File: src/include/tst_pkg.sv
// Shared types and constants for the trunk signaling translator
package tst_pkg;

  // Profile store
  localparam int NUM_PROFILES = 5;
  localparam logic [2:0] PROFILE_FIRST = 3'h1;
  localparam logic [2:0] PROFILE_LAST = 3'h5;
  localparam logic [2:0] PROFILE_RST = 3'h1;

  // Signaling bit count and field positions (A is the top bit)
  localparam int NUM_SIG_BITS = 4;
  localparam int POS_A = 3;
  localparam int POS_B = 2;
  localparam int POS_C = 1;
  localparam int POS_D = 0;

  // Source selectors for one outgoing bit, ten legal codes
  typedef enum logic [3:0] {
    SRC_ZERO  = 4'h0,
    SRC_ONE   = 4'h1,
    SRC_A     = 4'h2,
    SRC_NOT_A = 4'h3,
    SRC_B     = 4'h4,
    SRC_NOT_B = 4'h5,
    SRC_C     = 4'h6,
    SRC_NOT_C = 4'h7,
    SRC_D     = 4'h8,
    SRC_NOT_D = 4'h9
  } tst_src_t;

  // One translation profile
  typedef struct packed {
    logic [3:0][3:0] src;  // Index 3 drives outgoing A
    logic [3:0] idle;
    logic [3:0] oos;
  } tst_profile_t;

  // Values after reset: straight copy, idle and oos code 1000
  localparam logic [15:0] SRC_RST = 16'h2468;
  localparam logic [3:0] IDLE_RST = 4'h8;
  localparam logic [3:0] OOS_RST = 4'h8;

  // One timeslot of the voice stream
  typedef struct packed {
    logic [4:0] num;
    logic [3:0] abcd;
    logic [7:0] data;
  } tst_slot_t;

  // Fill toward the PBX on a lost bundle in CCS mode
  localparam logic [7:0] CCS_DOWN_FILL = 8'hFF;

  // One signal unit header on the common channel
  typedef struct packed {
    logic [4:0] slot;
    logic [5:0] li;
  } tst_su_t;

  // Length indicator of a fill-in unit
  localparam logic [5:0] FISU_LI = 6'h00;

  // Suppression: tenths, 0 to 9
  localparam logic [3:0] RATE_MAX = 4'h9;
  localparam logic [3:0] RATE_STEPS = 4'hA;
  localparam logic [3:0] RATE_RST = 4'h0;
  localparam logic [3:0] ACC_RST = 4'h0;
  localparam logic [4:0] SS7_SLOT_RST = 5'h10;

endpackage : tst_pkg

File: src/hdl/tst_fisu_thin.sv
// Fill-in signal unit thinning for the common channel
`timescale 1ns/1ps

module tst_fisu_thin (
  input wire logic sys_clk_i,
  input wire logic sys_rst_i,
  input wire logic enable_i,
  input wire logic [4:0] ss7_slot_i,
  input wire logic [3:0] rate_i,
  input wire logic su_valid_i,
  input wire tst_pkg::tst_su_t su_i,
  output logic su_valid_o,
  output tst_pkg::tst_su_t su_o,
  output logic fisu_drop_o
);
  import tst_pkg::*;

  logic [3:0] rate;
  logic [3:0] acc_reg;
  logic [4:0] acc_sum;
  logic is_fisu;
  logic drop;

  // Out-of-range settings clamp to ninety percent
  assign rate = (rate_i > RATE_MAX) ? RATE_MAX : rate_i;

  // Only units on the signaling timeslot are candidates
  assign is_fisu = enable_i && su_valid_i && (su_i.slot == ss7_slot_i)
                   && (su_i.li == FISU_LI);

  // Bresenham spread: N drops in every ten fill-in units
  // Sum needs five bits: nine plus nine would wrap in four
  assign acc_sum = {1'b0, acc_reg} + {1'b0, rate};
  assign drop = is_fisu && (acc_sum >= {1'b0, RATE_STEPS});

  // Accumulator moves on fill-in units only
  always_ff @(posedge sys_clk_i) begin
    if (sys_rst_i || !enable_i) begin
      acc_reg <= ACC_RST;
    end else if (is_fisu) begin
      acc_reg <= drop ? 4'(acc_sum - {1'b0, RATE_STEPS})
                      : acc_sum[3:0];
    end
  end

  // Message and status units always pass
  always_ff @(posedge sys_clk_i) begin
    if (sys_rst_i) begin
      su_valid_o <= 1'b0;
      su_o <= '0;
      fisu_drop_o <= 1'b0;
    end else begin
      su_valid_o <= su_valid_i && !drop;
      su_o <= su_i;
      fisu_drop_o <= drop;
    end
  end

endmodule // tst_fisu_thin

File: src/hdl/tst_translator.sv
// Trunk signaling translator: CAS profile mapping and FISU thinning
`timescale 1ns/1ps

module tst_translator (
  input wire logic sys_clk_i,
  input wire logic sys_rst_i,
  // Mode: high for CAS, low for CCS
  input wire logic cas_mode_i,
  // Profile write port
  input wire logic cfg_we_i,
  input wire logic [2:0] cfg_profile_i,
  input wire tst_pkg::tst_profile_t cfg_data_i,
  output logic cfg_err_o,
  // Profile selection and readback
  input wire logic [2:0] act_profile_i,
  output logic [2:0] act_profile_o,
  output tst_pkg::tst_profile_t act_data_o,
  // Channel state
  input wire logic chan_idle_i,
  input wire logic chan_oos_i,
  input wire logic bundle_down_i,
  // Timeslot stream from the remote side
  input wire logic slot_valid_i,
  input wire tst_pkg::tst_slot_t slot_i,
  // Timeslot stream toward the PBX
  output logic slot_valid_o,
  output tst_pkg::tst_slot_t slot_o,
  // Common channel configuration and stream
  input wire logic [4:0] ss7_slot_i,
  input wire logic [3:0] supp_rate_i,
  input wire logic su_valid_i,
  input wire tst_pkg::tst_su_t su_i,
  output logic su_valid_o,
  output tst_pkg::tst_su_t su_o,
  output logic fisu_drop_o
);
  import tst_pkg::*;

  // Profile store and the translation path share one clock.
  // Every control input comes from logic on that clock, so
  // nothing here needs a synchroniser; a pin-driven caller
  // must register its inputs first.
  tst_profile_t prof_reg [NUM_PROFILES];
  logic [2:0] act_reg;
  logic cfg_ok;
  logic act_ok;
  tst_profile_t act_prof;
  logic [3:0] mapped;
  logic [3:0] abcd_next;
  logic [7:0] data_next;

  // Profile numbers outside one to five are refused
  function automatic logic prof_num_ok(input logic [2:0] num);
    prof_num_ok = (num >= PROFILE_FIRST) && (num <= PROFILE_LAST);
  endfunction

  // One outgoing bit from its selector and the received bits.
  // Codes ten to fifteen are not legal, yet the write port stores them; they
  // fall to zero so a corrupt entry sends a quiet line state.
  // One outgoing bit from its selector and the received bits
  function automatic logic map_bit(input logic [3:0] sel,
                                   input logic [3:0] rx);
    logic r;
    r = 1'b0;
    unique case (sel)
      SRC_ZERO: r = 1'b0;
      SRC_ONE: r = 1'b1;
      SRC_A: r = rx[POS_A];
      SRC_NOT_A: r = ~rx[POS_A];
      SRC_B: r = rx[POS_B];
      SRC_NOT_B: r = ~rx[POS_B];
      SRC_C: r = rx[POS_C];
      SRC_NOT_C: r = ~rx[POS_C];
      SRC_D: r = rx[POS_D];
      SRC_NOT_D: r = ~rx[POS_D];
      default: r = 1'b0;
    endcase
    map_bit = r;
  endfunction

  assign cfg_ok = prof_num_ok(cfg_profile_i);
  assign act_ok = prof_num_ok(act_profile_i);

  // Profile store, one register per entry.
  // Illegal numbers leave every entry alone; a write lands
  // in the cycle after it is taken.
  for (genvar e = 0; e < NUM_PROFILES; e++) begin : g_prof
    logic hit;
    assign hit = cfg_we_i && cfg_ok
                 && (cfg_profile_i == 3'(e + 1));
    always_ff @(posedge sys_clk_i) begin
      if (sys_rst_i) begin
        prof_reg[e] <= '{src: SRC_RST, idle: IDLE_RST, oos: OOS_RST};
      end else if (hit) begin
        prof_reg[e] <= cfg_data_i;
      end
    end
  end

  // Refused writes show for one cycle.
  // A caller that misses the pulse cannot learn of it later.
  always_ff @(posedge sys_clk_i) begin
    if (sys_rst_i) begin
      cfg_err_o <= 1'b0;
    end else begin
      cfg_err_o <= cfg_we_i && !cfg_ok;
    end
  end

  // Active selection holds its last legal number.
  // Ignoring bad numbers keeps the line state steady instead
  // of dropping to some default profile mid-call.
  always_ff @(posedge sys_clk_i) begin
    if (sys_rst_i) begin
      act_reg <= PROFILE_RST;
    end else if (act_ok) begin
      act_reg <= act_profile_i;
    end
  end

  // A single entry feeds the translation
  assign act_prof = prof_reg[3'(act_reg - PROFILE_FIRST)];

  // Readback of the selected entry, registered.
  // Same one-cycle delay as the translation path.
  always_ff @(posedge sys_clk_i) begin
    if (sys_rst_i) begin
      act_profile_o <= PROFILE_RST;
      act_data_o <= '{src: SRC_RST, idle: IDLE_RST, oos: OOS_RST};
    end else begin
      act_profile_o <= act_reg;
      act_data_o <= act_prof;
    end
  end

  // Per-bit source mapping.
  // Index 3 of the selector array feeds outgoing A.
  for (genvar g = 0; g < NUM_SIG_BITS; g++) begin : g_map
    assign mapped[g] = map_bit(act_prof.src[g], slot_i.abcd);
  end

  // Channel state is sampled in the same cycle as the timeslot,
  // so a state change takes effect on the very next slot.
  // In CCS mode the signaling bits pass untouched.
  // Priority: lost bundle, then out of service, then idle, then map.
  // Bundle loss outranks the per-channel state so the PBX can fail over.
  always_comb begin
    abcd_next = slot_i.abcd;
    data_next = slot_i.data;
    if (cas_mode_i) begin
      if (bundle_down_i) begin
        abcd_next = act_prof.oos;
      end else if (chan_oos_i) begin
        abcd_next = act_prof.oos;
      end else if (chan_idle_i) begin
        abcd_next = act_prof.idle;
      end else begin
        abcd_next = mapped;
      end
    end else if (bundle_down_i) begin
      data_next = CCS_DOWN_FILL;
    end
  end

  // Output timeslot register, one cycle of latency.
  // No ready signal: the PBX side must take every slot, and
  // the slot number rides along so gaps stay visible.
  always_ff @(posedge sys_clk_i) begin
    if (sys_rst_i) begin
      slot_valid_o <= 1'b0;
      slot_o <= '0;
    end else begin
      slot_valid_o <= slot_valid_i;
      slot_o <= '{num: slot_i.num, abcd: abcd_next, data: data_next};
    end
  end

  // Thinning runs only on the common channel.
  // Holding it disabled in CAS mode also clears its spread
  // state, so a mode change starts a fresh ten-unit window.
  tst_fisu_thin u_thin (
    .sys_clk_i(sys_clk_i),
    .sys_rst_i(sys_rst_i),
    .enable_i(!cas_mode_i),
    .ss7_slot_i(ss7_slot_i),
    .rate_i(supp_rate_i),
    .su_valid_i(su_valid_i),
    .su_i(su_i),
    .su_valid_o(su_valid_o),
    .su_o(su_o),
    .fisu_drop_o(fisu_drop_o)
  );

endmodule // tst_translator

File: config.mk
export PLATFORM = sky130hd
export DESIGN_NAME = tst_translator
export DESIGN_NICKNAME = d
export VERILOG_FILES = /design/src/include/tst_pkg.sv /design/src/hdl/tst_fisu_thin.sv /design/src/hdl/tst_translator.sv
export SDC_FILE = /design/constraint.sdc
export NUM_CORES = 1
export LEC_CHECK = 0
export BUFFER_PORTS_ARGS = -buffer_cell sky130_fd_sc_hd__clkbuf_2
export CORE_MARGIN = 2
export CORE_UTILIZATION = 55
export DETAILED_ROUTE_END_ITERATION = 8
export PLACE_DENSITY = 0.84
export REMOVE_ABC_BUFFERS = 1
export SLEW_MARGIN = 10
export SYNTH_ARGS = -nofsm -noshare
export SYNTH_HDL_FRONTEND = slang
export SYNTH_SLANG_ARGS = --single-unit
File: constraint.sdc
create_clock -name sys_clk_i -period 3.6 [get_ports sys_clk_i]
set_clock_uncertainty 0.05 [all_clocks]
set_input_delay 0.18 -clock sys_clk_i [delete_from_list [all_inputs] [get_ports sys_clk_i]]
set_output_delay 0.18 -clock sys_clk_i [all_outputs]
set_load 0.02 [all_outputs]
==> run_summary.xml <==
<?xml version="1.0" encoding="UTF-8"?>
<metrics>
  <group name="synth">
    <metric name="ys_ff_latch" unit="">186</metric>
    <metric name="synthTopCellsByArea" unit="">edfxtp_1, dfxtp_1, and2_1, mux4_2, mux2i_1</metric>
    <metric name="synth_most_common_cell" unit="">edfxtp_1</metric>
    <metric name="synth_enable_flop_cells" unit="">120</metric>
    <metric name="synth-warning-count" unit="">0</metric>
    <metric name="synthTopCellsByCount" unit="">edfxtp_1, and2_1, dfxtp_1</metric>
    <metric name="mappedNetlistArea" unit="um^2">8160</metric>
    <metric name="synthFlopType" unit="">edfxtp_1</metric>
    <metric name="synth_cell_types" unit="">52</metric>
    <metric name="synth.avg_cell_area" unit="um^2">12.8</metric>
    <metric name="synth-async-reset-ratio" unit="%">0</metric>
    <metric name="synth_top_area_share" unit="%">44.2</metric>
    <metric name="yosysSeqAreaShare" unit="%">60.4</metric>
    <metric name="post-synth-top-area-cell" unit="">edfxtp_1</metric>
    <metric name="netlist_instances" unit="">638</metric>
  </group>
  <group name="floorplan">
    <metric name="core-area" unit="um^2">14500</metric>
    <metric name="initial_utilization" unit="%">56.1</metric>
    <metric name="die_wd" unit="um">126</metric>
    <metric name="placement_rows" unit="">44</metric>
    <metric name="io_pins" unit="">135</metric>
    <metric name="floorplan.die.height" unit="um">126</metric>
    <metric name="die_area" unit="um^2">15800</metric>
  </group>
  <group name="routing">
    <metric name="post_dr_wirelength_cell" unit="um">19.9</metric>
    <metric name="drtIter0Drc" unit="">613</metric>
    <metric name="totalWireLength" unit="um">19900</metric>
    <metric name="drt-pass1-iter-count" unit="">5</metric>
    <metric name="route.detailed.drc" unit="">0</metric>
    <metric name="post_drt_via_cell_ratio" unit="">5.74</metric>
    <metric name="drtAntennaViolNets" unit="">0</metric>
    <metric name="dr_vias" unit="">5748</metric>
  </group>
  <group name="critical_path">
    <metric name="register_to_register_setup_slack" unit="ns">0.82</metric>
    <metric name="crit_required" unit="ns">3.90</metric>
    <metric name="arrival_time_of_data_at_the_critical_path_endpoint" unit="ns">3.08</metric>
    <metric name="rr_endpoint" unit="">slot_o[8]</metric>
    <metric name="critPathCaptureType" unit="">flip-flop</metric>
    <metric name="crit_fanout" unit="">28</metric>
    <metric name="start_kind" unit="">flip-flop</metric>
    <metric name="worst-setup-path-type" unit="">flip-flop to flip-flop</metric>
    <metric name="worst_r2r_path_depth" unit="">9</metric>
    <metric name="crit-reg2reg-launch" unit="">act_reg[1]</metric>
  </group>
  <group name="cells_and_area">
    <metric name="nNetsFinal" unit="">886</metric>
    <metric name="largest_reg_flops" unit="">120</metric>
    <metric name="post_route_cells_drive_above_1_share" unit="%">27.0</metric>
    <metric name="synthToLayoutAreaGrowth" unit="%">22.2</metric>
    <metric name="filler_cells_inserted" unit="">1035</metric>
  </group>
  <group name="clock_network">
    <metric name="hold_buffers" unit="">29</metric>
    <metric name="clk_transition_reported_paths" unit="ns">0.07</metric>
    <metric name="clkLatencyLatePin" unit="ns">0.43</metric>
    <metric name="htree_num_levels" unit="">4</metric>
    <metric name="cts_sinks" unit="">186</metric>
    <metric name="postCtsSetupRepairBufs" unit="">0</metric>
    <metric name="number_of_gates_resized_after_cts" unit="">0</metric>
    <metric name="cts_buffers" unit="">17</metric>
    <metric name="cts.root.buffer_cell" unit="">clkbuf_16</metric>
    <metric name="clock_path_buffers" unit="">2</metric>
    <metric name="cts_tree" unit="">yes</metric>
  </group>
  <group name="timing">
    <metric name="max_slew.worst_pin.slew" unit="ns">0.806</metric>
    <metric name="worst_hold_check_slack" unit="ns">0.0195</metric>
    <metric name="final_setup_violation_count" unit="">0</metric>
    <metric name="final_period_minus_worst_setup_slack" unit="ns">2.78</metric>
    <metric name="post-route-period-util" unit="%">77.2</metric>
    <metric name="achievable-frequency" unit="MHz">360</metric>
    <metric name="final.setup.worst_slack" unit="ns">0.822</metric>
    <metric name="grt_setup_unrepaired" unit="">false</metric>
    <metric name="finalHoldViolCount" unit="">0</metric>
    <metric name="report.final.slew_viol_count" unit="">0</metric>
    <metric name="max_transition_margin" unit="%">45.8</metric>
  </group>
  <group name="power_and_ir_drop">
    <metric name="power_leakage" unit="nW">4.03</metric>
    <metric name="report.power.total" unit="mW">5.08</metric>
    <metric name="areal_power_density_over_the_cells" unit="nW/um^2">510</metric>
    <metric name="worst_ir_drop_vdd" unit="uV">392</metric>
  </group>
  <group name="global_routing">
    <metric name="grt_max_degree" unit="">40</metric>
    <metric name="groute.usage.overall" unit="%">26.2</metric>
    <metric name="grt_antenna_before_repair" unit="">1</metric>
    <metric name="grt-ovfl-total" unit="">0</metric>
    <metric name="grt_pass1_wl" unit="um">31900</metric>
    <metric name="first_global_vias" unit="">6044</metric>
  </group>
  <group name="job">
    <metric name="drv.max_cap_violation_count" unit="">0</metric>
  </group>
  <group name="min_path">
    <metric name="hold_path.class" unit="">input port to flip-flop</metric>
    <metric name="min_to" unit="">prof_reg[3][13]</metric>
    <metric name="hold_path.startpoint" unit="">cfg_data_i[13]</metric>
    <metric name="worst_hold_path.num_cells" unit="">2</metric>
  </group>
  <group name="place">
    <metric name="finalWeightedCongestion" unit="">0.877</metric>
    <metric name="place.port_buffers" unit="">134</metric>
    <metric name="hpwl" unit="um">12800</metric>
    <metric name="post-place-ws" unit="ns">0.905</metric>
  </group>
  <group name="outcome">
    <metric name="run_status" unit="">finished clean</metric>
  </group>
</metrics>
==> cell usage in the layout, fill, tap and decap left out, types with 13 or more instances in the layout <==
cell type / synthesis / layout
mux2i_1: 26 / 26
dfxtp_1: 66 / 66
nor2_1: 50 / 50
clkbuf_16: 0 / 20
nor2b_1: 24 / 24
mux4_2: 21 / 21
edfxtp_1: 120 / 120
clkbuf_2: 0 / 134
dlygate4sd3_1: 0 / 29
and2_1: 87 / 87
nor3_1: 16 / 13
xnor2_1: 14 / 13
nand2b_1: 36 / 36
buf_4: 1 / 17
==> stage by stage <==
step / TNS, ns / cells / utilization (%) / cell area (um^2)
finish: 0 / 1001 / 68.5 / 9960
global route: 0 / 1000 / 68.5 / 9960
CTS: 0 / 1000 / 68.5 / 9960
detailed placement: 0 / 939 / 62.4 / 9070
global placement: 0 / 939 / 62.4 / 9070
floorplan: -31.05 / 604 / - / 8000
==> worst max path at each step <==
| stage | from | to | slack, ns | depth (start not counted) |
|---|---|---|---|---|
| after floorplan | act_reg[0] | slot_o[11] | -1.66 | 7 |
| after global placement | supp_rate_i[2] | u_thin.su_valid_o | 1.05 | 12 |
| after detailed placement | act_reg[1] | slot_o[8] | 0.90 | 9 |
| after CTS | act_reg[1] | slot_o[8] | 0.86 | 9 |
| after global routing | act_reg[1] | slot_o[8] | 0.70 | 9 |
| final | act_reg[1] | slot_o[8] | 0.82 | 9 |
==> power by group <==
| group | leakage, nW | switching [mW] | total (mW) | internal [mW] |
|---|---|---|---|---|
| combinational | 2.01 | 0.440 | 0.746 | 0.306 |
| clock | 0.300 | 0.813 | 1.86 | 1.05 |
| sequential | 1.72 | 0.0513 | 2.47 | 2.42 |
| total | 4.03 | 1.30 | 5.08 | 3.78 |
==> kinds of logic (layout without fill, tap and decap cells) <==
kind of cell | after synthesis | in the layout | synth area share (%)
buffers and inverters | 44 | 222 | 2.36
other | 0 | 1 | 0
xor gates and xnor gates | 16 | 16 | 1.72
muxes | 54 | 54 | 10.6
DFF | 186 | 186 | 60.4
AOI/OAI and AO/OA | 65 | 65 | 5.43
and+or+nand+nor | 266 | 266 | 18.3
adders and majority gates | 7 | 7 | 1.17
==> worst max-delay path, cell delays in order (launching register included) <==
cell and delay, ns:
dfxtp_1 0.37, inv_1 0.09, ha_1 0.28, buf_4 0.39, mux4_2 0.41, mux2i_1 0.30
mux2i_1 0.28, o221a_1 0.21, o21ai_1 0.07, a211oi_2 0.23
==> layer usage <==
metal | global-route usage (%) | routed length (um)
met5 | 0 | 0
met4 | 12.6 | 665
met3 | 5.48 | 1600
met2 | 44.5 | 9870
met1 | 32.1 | 7800
==> area by class of cell <==
| type | instances | area (um^2) | area share [%] |
|---|---|---|---|
| clock inverters | 10 | 73.8 | 0.741 |
| multi-input cells | 408 | 3080 | 30.9 |
| inverters | 10 | 37.5 | 0.377 |
| flip-flops and latches | 186 | 4920 | 49.4 |
| well taps | 184 | 230 | 2.31 |
| repair buffers | 180 | 1090 | 10.9 |
| clock buffers | 22 | 528 | 5.30 |
| diodes | 1 | 2.50 | 0.0251 |
Power figures use the tool's default switching activity.
